[src/rtl/mac_stats_pkg.sv]
package mac_stats_pkg;

    localparam int NUM_CNT = 11;
    localparam int CNT_W   = 24;
    localparam int LEN_W   = 14;
    localparam int COL_W   = 5;

    typedef logic [CNT_W-1:0] cnt_t;

    // counter indices, one word each from CNT_BASE
    localparam int IDX_SINGLE_COL = 0;
    localparam int IDX_MULTI_COL  = 1;
    localparam int IDX_GOOD_RX    = 2;
    localparam int IDX_CRC_ERR    = 3;
    localparam int IDX_ALIGN_ERR  = 4;
    localparam int IDX_DEFERRED   = 5;
    localparam int IDX_LATE_COL   = 6;
    localparam int IDX_EXCESS_COL = 7;
    localparam int IDX_UNDERRUN   = 8;
    localparam int IDX_CARRIER    = 9;
    localparam int IDX_NO_BUFFER  = 10;

    // saturation values per counter
    localparam cnt_t CNT_MAX [NUM_CNT] = '{
        24'h00_FFFF, 24'h00_FFFF, 24'hFF_FFFF, 24'h00_00FF, 24'h00_00FF, 24'h00_FFFF,
        24'h00_00FF, 24'h00_00FF, 24'h00_00FF, 24'h00_00FF, 24'h00_FFFF};

    // byte offsets
    localparam logic [7:0] CNT_BASE = 8'h00;
    localparam logic [7:0] CTRL_OFS = 8'h40;
    localparam logic [7:0] NCFG_OFS = 8'h44;

    // network_control_reg fields
    localparam int RX_EN_BIT = 2;
    localparam int WR_EN_BIT = 7;
    // network_config_reg fields
    localparam int FULL_DUPLEX_BIT = 1;
    localparam int JUMBO_BIT       = 3;
    localparam int LONG_BIT        = 8;

    localparam logic [31:0] CTRL_RST = 32'h0000_0000;
    localparam logic [31:0] NCFG_RST = 32'h0000_0000;

    // frame length limits in bytes
    localparam logic [LEN_W-1:0] LEN_MIN   = 14'h0040;
    localparam logic [LEN_W-1:0] LEN_MAX   = 14'h05EE;
    localparam logic [LEN_W-1:0] LEN_LONG  = 14'h0600;
    localparam logic [LEN_W-1:0] LEN_JUMBO = 14'h2800;

    localparam logic [COL_W-1:0] COL_ONE    = 5'h01;
    localparam logic [COL_W-1:0] COL_MULTI  = 5'h0F;
    localparam logic [COL_W-1:0] COL_EXCESS = 5'h10;

    localparam logic [1:0] HTRANS_NONSEQ = 2'h2;
    localparam logic       HRESP_OKAY    = 1'h0;

endpackage

[src/rtl/mac_stats.sv]
`timescale 1ns/1ns
module mac_stats
    import mac_stats_pkg::*;
(
    input  wire logic                clock_i,
    input  wire logic                rst_i,
    input  wire logic                hsel_i,
    input  wire logic [31:0]         haddr_i,
    input  wire logic [1:0]          htrans_i,
    input  wire logic                hwrite_i,
    input  wire logic [2:0]          hsize_i,
    input  wire logic [31:0]         hwdata_i,
    input  wire logic                hready_i,
    output logic      [31:0]         hrdata_o,
    output logic                     hreadyout_o,
    output logic                     hresp_o,
    input  wire logic                tx_done_i,
    input  wire logic [mac_stats_pkg::COL_W-1:0] tx_collisions_i,
    input  wire logic                tx_underrun_i,
    input  wire logic                tx_deferred_i,
    input  wire logic                tx_late_col_i,
    input  wire logic                tx_carrier_err_i,
    input  wire logic                rx_done_i,
    input  wire logic                rx_addr_match_i,
    input  wire logic                rx_copied_i,
    input  wire logic                rx_no_buffer_i,
    input  wire logic [mac_stats_pkg::LEN_W-1:0] rx_length_i,
    input  wire logic                rx_fcs_bad_i,
    input  wire logic                rx_odd_bits_i,
    input  wire logic                rx_symbol_err_i,
    output logic                     rx_enable_o,
    output logic                     full_duplex_o
);
    import mac_stats_pkg::*;

    typedef struct packed {
        logic [NUM_CNT-1:0][CNT_W-1:0] cnt;
        logic                          rx_en;
        logic                          wr_en;
        logic                          full_duplex;
        logic                          long_en;
        logic                          jumbo_en;
        logic                          wr_pend;
        logic [7:0]                    wr_addr;
        logic [31:0]                   rdata;
    } state_t;

    state_t             s_q;
    state_t             s_d;
    logic               take;
    logic [7:0]         addr;
    logic [NUM_CNT-1:0] inc;
    logic [NUM_CNT-1:0] rd_clr;
    logic [NUM_CNT-1:0] wr_hit;
    logic [NUM_CNT-1:0][CNT_W-1:0] cnt_next;
    logic [LEN_W-1:0]   len_max;
    logic               len_ok;
    logic               rx_bad;
    logic               tx_ok;
    logic               tx_col_free;

    // address phase is taken on a valid transfer while the bus is ready
    assign take = hsel_i && hready_i && htrans_i[1];
    assign addr = haddr_i[7:0];

    // event decode
    assign len_max = s_q.jumbo_en ? LEN_JUMBO : (s_q.long_en ? LEN_LONG : LEN_MAX);
    assign len_ok  = (rx_length_i >= LEN_MIN) && (rx_length_i <= len_max);
    assign rx_bad  = rx_fcs_bad_i || rx_symbol_err_i;
    assign tx_ok   = tx_done_i && !tx_underrun_i && (tx_collisions_i < COL_EXCESS);
    assign tx_col_free = tx_ok && (tx_collisions_i == '0);

    assign inc[IDX_SINGLE_COL] = tx_ok && (tx_collisions_i == COL_ONE);
    assign inc[IDX_MULTI_COL]  = tx_ok && (tx_collisions_i > COL_ONE)
                                 && (tx_collisions_i <= COL_MULTI);
    assign inc[IDX_GOOD_RX]    = s_q.rx_en && rx_done_i && len_ok && !rx_bad && !rx_odd_bits_i
                                 && rx_addr_match_i && rx_copied_i;
    assign inc[IDX_CRC_ERR]    = s_q.rx_en && rx_done_i && len_ok && !rx_odd_bits_i && rx_bad;
    assign inc[IDX_ALIGN_ERR]  = s_q.rx_en && rx_done_i && len_ok && rx_odd_bits_i && rx_bad;
    assign inc[IDX_DEFERRED]   = tx_col_free && tx_deferred_i && !tx_late_col_i;
    assign inc[IDX_LATE_COL]   = tx_done_i && !tx_underrun_i && tx_late_col_i;
    assign inc[IDX_EXCESS_COL] = tx_done_i && !tx_underrun_i && (tx_collisions_i >= COL_EXCESS);
    assign inc[IDX_UNDERRUN]   = tx_done_i && tx_underrun_i;
    assign inc[IDX_CARRIER]    = tx_col_free && tx_carrier_err_i && !s_q.full_duplex;
    assign inc[IDX_NO_BUFFER]  = s_q.rx_en && rx_done_i && rx_addr_match_i && rx_no_buffer_i;

    // per-counter update: write, clear on read, saturating advance
    for (genvar i = 0; i < NUM_CNT; i++) begin : g_cnt
        localparam logic [7:0] CNT_ADDR = 8'(CNT_BASE + 8'(i * 4));
        logic [CNT_W-1:0] base;

        assign rd_clr[i] = take && !hwrite_i && (addr == CNT_ADDR);
        assign wr_hit[i] = s_q.wr_pend && s_q.wr_en && (s_q.wr_addr == CNT_ADDR);
        assign base      = rd_clr[i] ? '0 : s_q.cnt[i];

        always_comb begin
            if (wr_hit[i]) begin
                cnt_next[i] = hwdata_i[CNT_W-1:0] & CNT_MAX[i];
            end else if (inc[i] && (base != CNT_MAX[i])) begin
                cnt_next[i] = base + CNT_W'(1);
            end else begin
                cnt_next[i] = base;
            end
        end
    end

    always_comb begin
        s_d         = s_q;
        s_d.cnt     = cnt_next;
        s_d.wr_pend = take && hwrite_i;
        s_d.wr_addr = take ? addr : s_q.wr_addr;
        // data phase of a control write
        if (s_q.wr_pend) begin
            case (s_q.wr_addr)
                CTRL_OFS: begin
                    s_d.rx_en = hwdata_i[RX_EN_BIT];
                    s_d.wr_en = hwdata_i[WR_EN_BIT];
                end
                NCFG_OFS: begin
                    s_d.full_duplex = hwdata_i[FULL_DUPLEX_BIT];
                    s_d.jumbo_en    = hwdata_i[JUMBO_BIT];
                    s_d.long_en     = hwdata_i[LONG_BIT];
                end
                default: begin
                end
            endcase
        end
        // read data captured at the address phase edge
        s_d.rdata = '0;
        if (take && !hwrite_i) begin
            for (int i = 0; i < NUM_CNT; i++) begin
                if (rd_clr[i]) begin
                    s_d.rdata[CNT_W-1:0] = s_q.cnt[i];
                end
            end
            if (addr == CTRL_OFS) begin
                s_d.rdata[RX_EN_BIT] = s_q.rx_en;
                s_d.rdata[WR_EN_BIT] = s_q.wr_en;
            end
            if (addr == NCFG_OFS) begin
                s_d.rdata[FULL_DUPLEX_BIT] = s_q.full_duplex;
                s_d.rdata[JUMBO_BIT]       = s_q.jumbo_en;
                s_d.rdata[LONG_BIT]        = s_q.long_en;
            end
        end
    end

    always_ff @(posedge clock_i) begin
        if (rst_i) begin
            s_q             <= '0;
            s_q.rx_en       <= CTRL_RST[RX_EN_BIT];
            s_q.wr_en       <= CTRL_RST[WR_EN_BIT];
            s_q.full_duplex <= NCFG_RST[FULL_DUPLEX_BIT];
            s_q.jumbo_en    <= NCFG_RST[JUMBO_BIT];
            s_q.long_en     <= NCFG_RST[LONG_BIT];
        end else begin
            s_q <= s_d;
        end
    end

    assign hrdata_o      = s_q.rdata;
    assign hreadyout_o   = 1'b1;
    assign hresp_o       = HRESP_OKAY;
    assign rx_enable_o   = s_q.rx_en;
    assign full_duplex_o = s_q.full_duplex;

    // checks
    a_single_col_adv: assert property (@(posedge clock_i) disable iff (rst_i)
        tx_done_i && !tx_underrun_i && tx_collisions_i == 5'h01 && !rd_clr[IDX_SINGLE_COL]
        && !wr_hit[IDX_SINGLE_COL] && s_q.cnt[IDX_SINGLE_COL] != CNT_MAX[IDX_SINGLE_COL]
        |=> s_q.cnt[IDX_SINGLE_COL] == $past(s_q.cnt[IDX_SINGLE_COL]) + 24'h00_0001)
        else $error("single collision count did not advance");

    a_multi_col_range: assert property (@(posedge clock_i) disable iff (rst_i)
        inc[IDX_MULTI_COL] |-> tx_collisions_i >= 5'h02 && tx_collisions_i <= 5'h0F && !tx_underrun_i)
        else $error("multiple collision count outside two to fifteen");

    a_good_rx_adv: assert property (@(posedge clock_i) disable iff (rst_i)
        inc[IDX_GOOD_RX] && !rd_clr[IDX_GOOD_RX] && !wr_hit[IDX_GOOD_RX]
        && s_q.cnt[IDX_GOOD_RX] != CNT_MAX[IDX_GOOD_RX]
        |=> s_q.cnt[IDX_GOOD_RX] == $past(s_q.cnt[IDX_GOOD_RX]) + 24'h00_0001)
        else $error("good frame count did not advance");

    a_good_rx_clean: assert property (@(posedge clock_i) disable iff (rst_i)
        inc[IDX_GOOD_RX] |-> rx_length_i >= 14'h0040 && !rx_fcs_bad_i && !rx_symbol_err_i && !rx_odd_bits_i)
        else $error("good frame counted with an error or short length");

    a_length_limit: assert property (@(posedge clock_i) disable iff (rst_i)
        rx_done_i && ((!s_q.long_en && !s_q.jumbo_en && rx_length_i > 14'h05EE)
        || (!s_q.jumbo_en && rx_length_i > 14'h0600) || rx_length_i > 14'h2800)
        |-> !inc[IDX_GOOD_RX] && !inc[IDX_CRC_ERR] && !inc[IDX_ALIGN_ERR])
        else $error("overlong frame counted as valid length");

    a_crc_error: assert property (@(posedge clock_i) disable iff (rst_i)
        s_q.rx_en && rx_done_i && len_ok && !rx_odd_bits_i && (rx_fcs_bad_i || rx_symbol_err_i)
        |-> inc[IDX_CRC_ERR] && !inc[IDX_ALIGN_ERR] && !inc[IDX_GOOD_RX])
        else $error("crc error not counted");

    a_align_error: assert property (@(posedge clock_i) disable iff (rst_i)
        s_q.rx_en && rx_done_i && len_ok && rx_odd_bits_i && (rx_fcs_bad_i || rx_symbol_err_i)
        |-> inc[IDX_ALIGN_ERR] && !inc[IDX_CRC_ERR])
        else $error("alignment error not counted");

    a_defer_blocked: assert property (@(posedge clock_i) disable iff (rst_i)
        tx_done_i && (tx_collisions_i != 5'h00 || tx_underrun_i) |-> !inc[IDX_DEFERRED])
        else $error("deferral counted with collision or underrun");

    a_late_twice: assert property (@(posedge clock_i) disable iff (rst_i)
        tx_done_i && !tx_underrun_i && tx_late_col_i && tx_collisions_i == 5'h01
        |-> inc[IDX_LATE_COL] && inc[IDX_SINGLE_COL])
        else $error("late collision not counted twice");

    a_excess_col: assert property (@(posedge clock_i) disable iff (rst_i)
        tx_done_i && !tx_underrun_i && tx_collisions_i == 5'h10
        |-> inc[IDX_EXCESS_COL] && !inc[IDX_SINGLE_COL] && !inc[IDX_MULTI_COL])
        else $error("excessive collisions not counted");

    a_underrun_alone: assert property (@(posedge clock_i) disable iff (rst_i)
        tx_done_i && tx_underrun_i |-> inc[IDX_UNDERRUN] && !inc[IDX_SINGLE_COL] && !inc[IDX_MULTI_COL]
        && !inc[IDX_DEFERRED] && !inc[IDX_LATE_COL] && !inc[IDX_EXCESS_COL] && !inc[IDX_CARRIER])
        else $error("underrun frame advanced another counter");

    a_carrier_half: assert property (@(posedge clock_i) disable iff (rst_i)
        inc[IDX_CARRIER] |-> !s_q.full_duplex && tx_collisions_i == 5'h00 && !tx_underrun_i)
        else $error("carrier error counted in full duplex or with collision");

    a_no_buffer: assert property (@(posedge clock_i) disable iff (rst_i)
        inc[IDX_NO_BUFFER] |-> rx_addr_match_i && rx_no_buffer_i && s_q.rx_en)
        else $error("no-buffer count without matching frame");

    a_saturate_hold: assert property (@(posedge clock_i) disable iff (rst_i)
        s_q.cnt[IDX_LATE_COL] == 24'h00_00FF && !rd_clr[IDX_LATE_COL] && !wr_hit[IDX_LATE_COL]
        ##1 !rd_clr[IDX_LATE_COL] && !wr_hit[IDX_LATE_COL] |-> s_q.cnt[IDX_LATE_COL] == 24'h00_00FF)
        else $error("counter wrapped past all ones");

    a_read_clear: assert property (@(posedge clock_i) disable iff (rst_i)
        rd_clr[IDX_UNDERRUN] && !inc[IDX_UNDERRUN] |=> s_q.cnt[IDX_UNDERRUN] == 24'h00_0000
        && hrdata_o[CNT_W-1:0] == $past(s_q.cnt[IDX_UNDERRUN]))
        else $error("read did not return and clear the count");

    a_rx_gated: assert property (@(posedge clock_i) disable iff (rst_i)
        !s_q.rx_en |-> !inc[IDX_GOOD_RX] && !inc[IDX_CRC_ERR] && !inc[IDX_ALIGN_ERR] && !inc[IDX_NO_BUFFER])
        else $error("receive counter advanced while receive disabled");

    a_write_blocked: assert property (@(posedge clock_i) disable iff (rst_i)
        s_q.wr_pend && !s_q.wr_en && s_q.wr_addr == CNT_BASE && !inc[IDX_SINGLE_COL] && !rd_clr[IDX_SINGLE_COL]
        |=> $stable(s_q.cnt[IDX_SINGLE_COL]))
        else $error("counter written while write enable clear");

    a_reset_clear: assert property (@(posedge clock_i)
        rst_i |=> s_q.cnt == '0 && hrdata_o == 32'h0000_0000)
        else $error("reset did not clear counters");

    a_single_only: assert property (@(posedge clock_i) disable iff (rst_i)
        inc[IDX_SINGLE_COL]
        |-> tx_collisions_i == 5'h01
        && !tx_underrun_i)
        else $error("single collision count with wrong collisions");

    a_multi_adv: assert property (@(posedge clock_i) disable iff (rst_i)
        inc[IDX_MULTI_COL] && !rd_clr[IDX_MULTI_COL] && !wr_hit[IDX_MULTI_COL]
        && s_q.cnt[IDX_MULTI_COL] != 24'h00_FFFF
        |=> s_q.cnt[IDX_MULTI_COL] == $past(s_q.cnt[IDX_MULTI_COL]) + 24'h00_0001)
        else $error("multiple collision count did not advance");

    a_good_copied: assert property (@(posedge clock_i) disable iff (rst_i)
        inc[IDX_GOOD_RX]
        |-> rx_addr_match_i && rx_copied_i
        && rx_done_i && s_q.rx_en)
        else $error("good frame counted without match or copy");

    a_short_frame: assert property (@(posedge clock_i) disable iff (rst_i)
        rx_done_i && rx_length_i < 14'h0040
        |-> !inc[IDX_GOOD_RX] && !inc[IDX_CRC_ERR]
        && !inc[IDX_ALIGN_ERR])
        else $error("short frame counted as valid length");

    a_long_limit: assert property (@(posedge clock_i) disable iff (rst_i)
        s_q.rx_en && rx_done_i && s_q.long_en && rx_length_i == 14'h0600
        && rx_fcs_bad_i && !rx_odd_bits_i
        |-> inc[IDX_CRC_ERR])
        else $error("long frame limit not applied");

    a_jumbo_limit: assert property (@(posedge clock_i) disable iff (rst_i)
        s_q.rx_en && rx_done_i && s_q.jumbo_en && rx_length_i == 14'h2800
        && rx_fcs_bad_i && rx_odd_bits_i
        |-> inc[IDX_ALIGN_ERR])
        else $error("jumbo frame limit not applied");

    a_crc_symbol: assert property (@(posedge clock_i) disable iff (rst_i)
        s_q.rx_en && rx_done_i && rx_length_i == 14'h0040
        && rx_symbol_err_i && !rx_odd_bits_i
        |-> inc[IDX_CRC_ERR])
        else $error("symbol error not counted as crc error");

    a_align_symbol: assert property (@(posedge clock_i) disable iff (rst_i)
        s_q.rx_en && rx_done_i && rx_length_i == 14'h05EE
        && rx_symbol_err_i && rx_odd_bits_i
        |-> inc[IDX_ALIGN_ERR])
        else $error("symbol error not counted as alignment error");

    a_defer_adv: assert property (@(posedge clock_i) disable iff (rst_i)
        tx_done_i && !tx_underrun_i && tx_collisions_i == 5'h00
        && tx_deferred_i && !tx_late_col_i
        |-> inc[IDX_DEFERRED])
        else $error("deferred frame not counted");

    a_late_adv: assert property (@(posedge clock_i) disable iff (rst_i)
        inc[IDX_LATE_COL] && !rd_clr[IDX_LATE_COL] && !wr_hit[IDX_LATE_COL]
        && s_q.cnt[IDX_LATE_COL] != 24'h00_00FF
        |=> s_q.cnt[IDX_LATE_COL] == $past(s_q.cnt[IDX_LATE_COL]) + 24'h00_0001)
        else $error("late collision count did not advance");

    a_late_multi: assert property (@(posedge clock_i) disable iff (rst_i)
        tx_done_i && !tx_underrun_i && tx_late_col_i
        && tx_collisions_i >= 5'h02 && tx_collisions_i <= 5'h0F
        |-> inc[IDX_LATE_COL] && inc[IDX_MULTI_COL])
        else $error("late collision missing from collision count");

    a_underrun_adv: assert property (@(posedge clock_i) disable iff (rst_i)
        tx_done_i && tx_underrun_i && !rd_clr[IDX_UNDERRUN] && !wr_hit[IDX_UNDERRUN]
        && s_q.cnt[IDX_UNDERRUN] != 24'h00_00FF
        |=> s_q.cnt[IDX_UNDERRUN] == $past(s_q.cnt[IDX_UNDERRUN]) + 24'h00_0001)
        else $error("underrun count did not advance");

    a_carrier_adv: assert property (@(posedge clock_i) disable iff (rst_i)
        tx_done_i && !tx_underrun_i && tx_collisions_i == 5'h00
        && tx_carrier_err_i && !s_q.full_duplex
        |-> inc[IDX_CARRIER])
        else $error("carrier sense error not counted");

    a_carrier_only: assert property (@(posedge clock_i) disable iff (rst_i)
        inc[IDX_CARRIER]
        |-> !inc[IDX_SINGLE_COL] && !inc[IDX_MULTI_COL]
        && !inc[IDX_EXCESS_COL] && !inc[IDX_UNDERRUN])
        else $error("carrier sense error advanced another counter");

    a_write_lands: assert property (@(posedge clock_i) disable iff (rst_i)
        s_q.wr_pend && s_q.wr_en && s_q.wr_addr == CNT_BASE
        |=> s_q.cnt[IDX_SINGLE_COL]
        == ($past(hwdata_i[CNT_W-1:0]) & 24'h00_FFFF))
        else $error("enabled counter write did not land");

    a_wide_saturate: assert property (@(posedge clock_i) disable iff (rst_i)
        s_q.cnt[IDX_DEFERRED] == 24'h00_FFFF
        && !rd_clr[IDX_DEFERRED] && !wr_hit[IDX_DEFERRED]
        |=> s_q.cnt[IDX_DEFERRED] == 24'h00_FFFF)
        else $error("sixteen-bit counter wrapped past all ones");

endmodule

[config.mk]
export PLATFORM = sky130hd
export DESIGN_NAME = mac_stats
export DESIGN_NICKNAME = d
export VERILOG_FILES = /design/src/rtl/mac_stats_pkg.sv /design/src/rtl/mac_stats.sv
export SDC_FILE = /design/constraint.sdc
export NUM_CORES = 1
export LEC_CHECK = 0
export BUFFER_PORTS_ARGS = -buffer_cell sky130_fd_sc_hd__buf_2
export CAP_MARGIN = 20
export CORE_MARGIN = 3
export CORE_UTILIZATION = 60
export DETAILED_ROUTE_END_ITERATION = 10
export PLACE_DENSITY = 0.8
export SYNTH_ARGS = -nofsm -noshare
export SYNTH_HDL_FRONTEND = slang
export SYNTH_SLANG_ARGS = --single-unit
[constraint.sdc]
create_clock -name clock_i -period 4.9 [get_ports clock_i]
set_clock_uncertainty 0.2 [all_clocks]
set_input_delay 0.245 -clock clock_i [delete_from_list [all_inputs] [get_ports clock_i]]
set_output_delay 0.245 -clock clock_i [all_outputs]
set_load 0.01 [all_outputs]
==> impl_metrics.toml <==
[critical_path]
path_max_fanout = 15
worstPathRequired_ns = 5.08
endpoint_kind = "flop"
critPathKind = "input port to flop"
cp.arrival_ns = 4.78
critPathSlowestCell = "a311oi_1"
cpPeakStageDelay_ns = 0.79
cp_cell_sequence = "dlygate4sd3_1 > buf_2 > nor4b_2 > nand4_1 > and2_1 > ha_1 > a311oi_1 > and4_1 > nand3_1 > xor2_1 > nor2_1"
start_kind = "input port"
r2r_setup_slack_ns = 0.82

[cts]
clock_sinks = 302
cts_setup_buffers = 0
clock_latency_ns = 0.53
cts_root_buf = "clkbuf_16"
clockBufferDepth = 3
cts_tree = "built"
cts-htree-levels = 2
cts_inserted_buffers = 35
clkTransAtPathRegs_ns = 0.06

[timing]
tns_ns = 0
rsz0062_at_grt = "false"
slew_headroom_pct = 25.4
setup_viol = 0
fin_crit_ns = 4.60
drv_slew = 0
worst_slack_ns = 0.303
period_share_pct = 93.8
fmax_ghz = 0.218
worst_slew_pin_slew_ns = 1.10
finalHoldViolations = 0

[route]
wl_um = 64300
drtPass1Iterations = 11
vias = 17800
ant_nets = 0
vias_per_cell = 6.71
drc = 1
drt_iter0_drc = 2749
wl_per_cell_um = 24.2

[placed_design]
gp_congestion = 1.04
hpwl_um = 47300
io_buffer_count = 94
place_ws_ns = 0.613

[floorplanning]
start_util_pct = 61.7
io_pins = 141
core_area_sq_um = 28200
fp-row-count = 61
die_y_um = 176
die_w_um = 176
die_area_sq_um = 31100

[global_routing]
busiest_layer = "met2"
grt_pass1_wl_um = 96200
grt-ovfl-total = 0
grt_use_met2_pct = 61.3
grt_use_met1_pct = 52.0
antenna_found_initial = 2
grt_usage_pct = 40.0
grt_pass1_vias = 16300
globalRouteMet3Util_pct = 8.56
grt_max_degree = 52

[flow_run]
cap_viol_max_count = 0

[power_and_ir_drop]
pwr_density_cell_nw_per_um2 = 285
peakVddDrop_v = 0.000259
p_leak_nw = 6.96

[layout]
drive_gt1_share_pct = 9.64
syn_to_final_growth_pct = 11.9
final_nets = 2379
layout_common_cells = "dfxtp_1, nor2_1, nand2_1, xor2_1, nand3_1"
layout_commonest_cell = "dfxtp_1"

[synthesis]
synth_edf_count = 0
syn_area_sq_um = 17400
yosysUniqueCellTypes = 82
ys_seq_area_share_pct = 34.7
synthArstFlopShare_pct = 0
avgSynthCellArea_sq_um = 7.88
synth_seq_cells = 302
synthCells = 2212
synth_flop_cell = "dfxtp_1"
ys_warn_count = 0

[worst_hold_path]
worst_hold_path_type = "input port to flop"

[run_status]
outcome = "finished with violations"
violations = "DRC"
==> final cells by class <==
cell class,instances,area (sq um)
diodes,2,5.00
clock buffers,51,1070
clock inverters,12,188
fillers,2352,8730
inverters,27,101
multi-input cells,1735,10600
flip-flops and latches,302,6050
well taps,378,473
repair buffers,155,1010
==> flip-flops by register name (all words and copies together), names as in the netlist <==
register and count:
s_q 276, hrdata_o 24, full_duplex_o 1, rx_enable_o 1
==> path summary, 6_finish.rpt <==
kind	from	end	cells past startpoint
setup / recovery	haddr_i[0]	s_q[233]	11
hold reg to reg	s_q[39]	s_q[39]	2
hold / removal	rst_i	s_q[240]	2
setup reg to reg	s_q[41]	s_q[161]	10
==> timing repair <==
item | CTS | global route
hold buffers | 30 | 0
endpoints found under the hold margin | 71 | 0
gates resized for setup | 0 | 0
==> synthesized netlist by cell type, types with 8 or more instances <==
| cell | number | area share [%] |
|---|---|---|
| a211oi_1 | 61 | 2.6 |
| nand2_1 | 253 | 5.4 |
| a22oi_1 | 28 | 1.2 |
| and2_1 | 34 | 1.2 |
| and4_1 | 23 | 1.2 |
| xnor2_1 | 83 | 4.2 |
| buf_1 | 8 | 0.17 |
| nor3_1 | 45 | 1.3 |
| or3_1 | 23 | 0.83 |
| ha_1 | 18 | 1.3 |
| clkbuf_1 | 103 | 2.2 |
| buf_2 | 9 | 0.26 |
| nor4_1 | 48 | 1.7 |
| nand3_1 | 127 | 3.6 |
| nor2b_1 | 8 | 0.29 |
| dfxtp_1 | 302 | 35 |
| mux2i_1 | 26 | 1.5 |
| a222oi_1 | 12 | 0.69 |
| o22ai_1 | 56 | 2.0 |
| nand2b_1 | 26 | 0.93 |
| o221ai_1 | 8 | 0.40 |
| o21ai_0 | 57 | 1.6 |
| xor2_1 | 150 | 7.5 |
| nand4_1 | 66 | 2.4 |
| a221oi_1 | 26 | 1.3 |
| buf_4 | 34 | 1.5 |
| inv_1 | 27 | 0.58 |
| and3_1 | 67 | 2.4 |
| a21oi_1 | 69 | 2.0 |
| or4_1 | 8 | 0.34 |
| nor2_1 | 287 | 6.2 |
==> critical path: cells and delay by family <==
| family | cells | cell delay (ns) |
|---|---|---|
| and+or+nand+nor | 6 | 2.58 |
| AOI/OAI and AO/OA | 1 | 0.79 |
| xor gates and xnor gates | 1 | 0.20 |
| buffers and inverters | 2 | 0.71 |
| adders and majority gates | 1 | 0.25 |
==> power breakdown <==
| part | switching, mW | leakage [nW] | internal (mW) |
|---|---|---|---|
| Sequential | 0.00606 | 2.43 | 2.46 |
| Combinational | 0.166 | 3.90 | 0.0721 |
| Clock | 1.08 | 0.621 | 1.78 |
| Total | 1.25 | 6.96 | 4.31 |
==> per-stage QoR <==
stage / power [mW] / cell area, sq um / hold WS [ns] / utilization, % / cells
3_3_place_gp: 2.73 / 17900 / 0.244 / 63.5 / 2567
5_1_grt: 5.68 / 19500 / 0.0328 / 69.1 / 2660
2_1_floorplan: 2.64 / 17500 / 0.154 / - / 2220
6_report: 5.56 / 19500 / 0.0437 / 69.1 / 2662
4_1_cts: 5.55 / 19500 / 0.0217 / 69.1 / 2660
3_5_place_dp: 2.73 / 17900 / 0.247 / 63.5 / 2567
==> per-layer routing <==
metal	vias up	part of all wire, %
met5	-	0
met4	0	7.8
met3	299	12
met2	1164	43
met1	8359	37
li1	8027	-
==> logic make-up after synthesis <==
| group | count (synthesis) | synth area share (%) |
|---|---|---|
| adder cells (fa/ha/maj) | 18 | 1.29 |
| multiplexers | 27 | 1.56 |
| buffers and inverters | 183 | 4.82 |
| other | 2 | 0.0431 |
| AND/OR/NAND/NOR | 1063 | 30.5 |
| AO/OA/AOI/OAI | 384 | 15.3 |
| flip-flops | 302 | 34.7 |
| XOR/XNOR | 233 | 11.7 |
No activity file was read; power rests on OpenSTA's default activity.
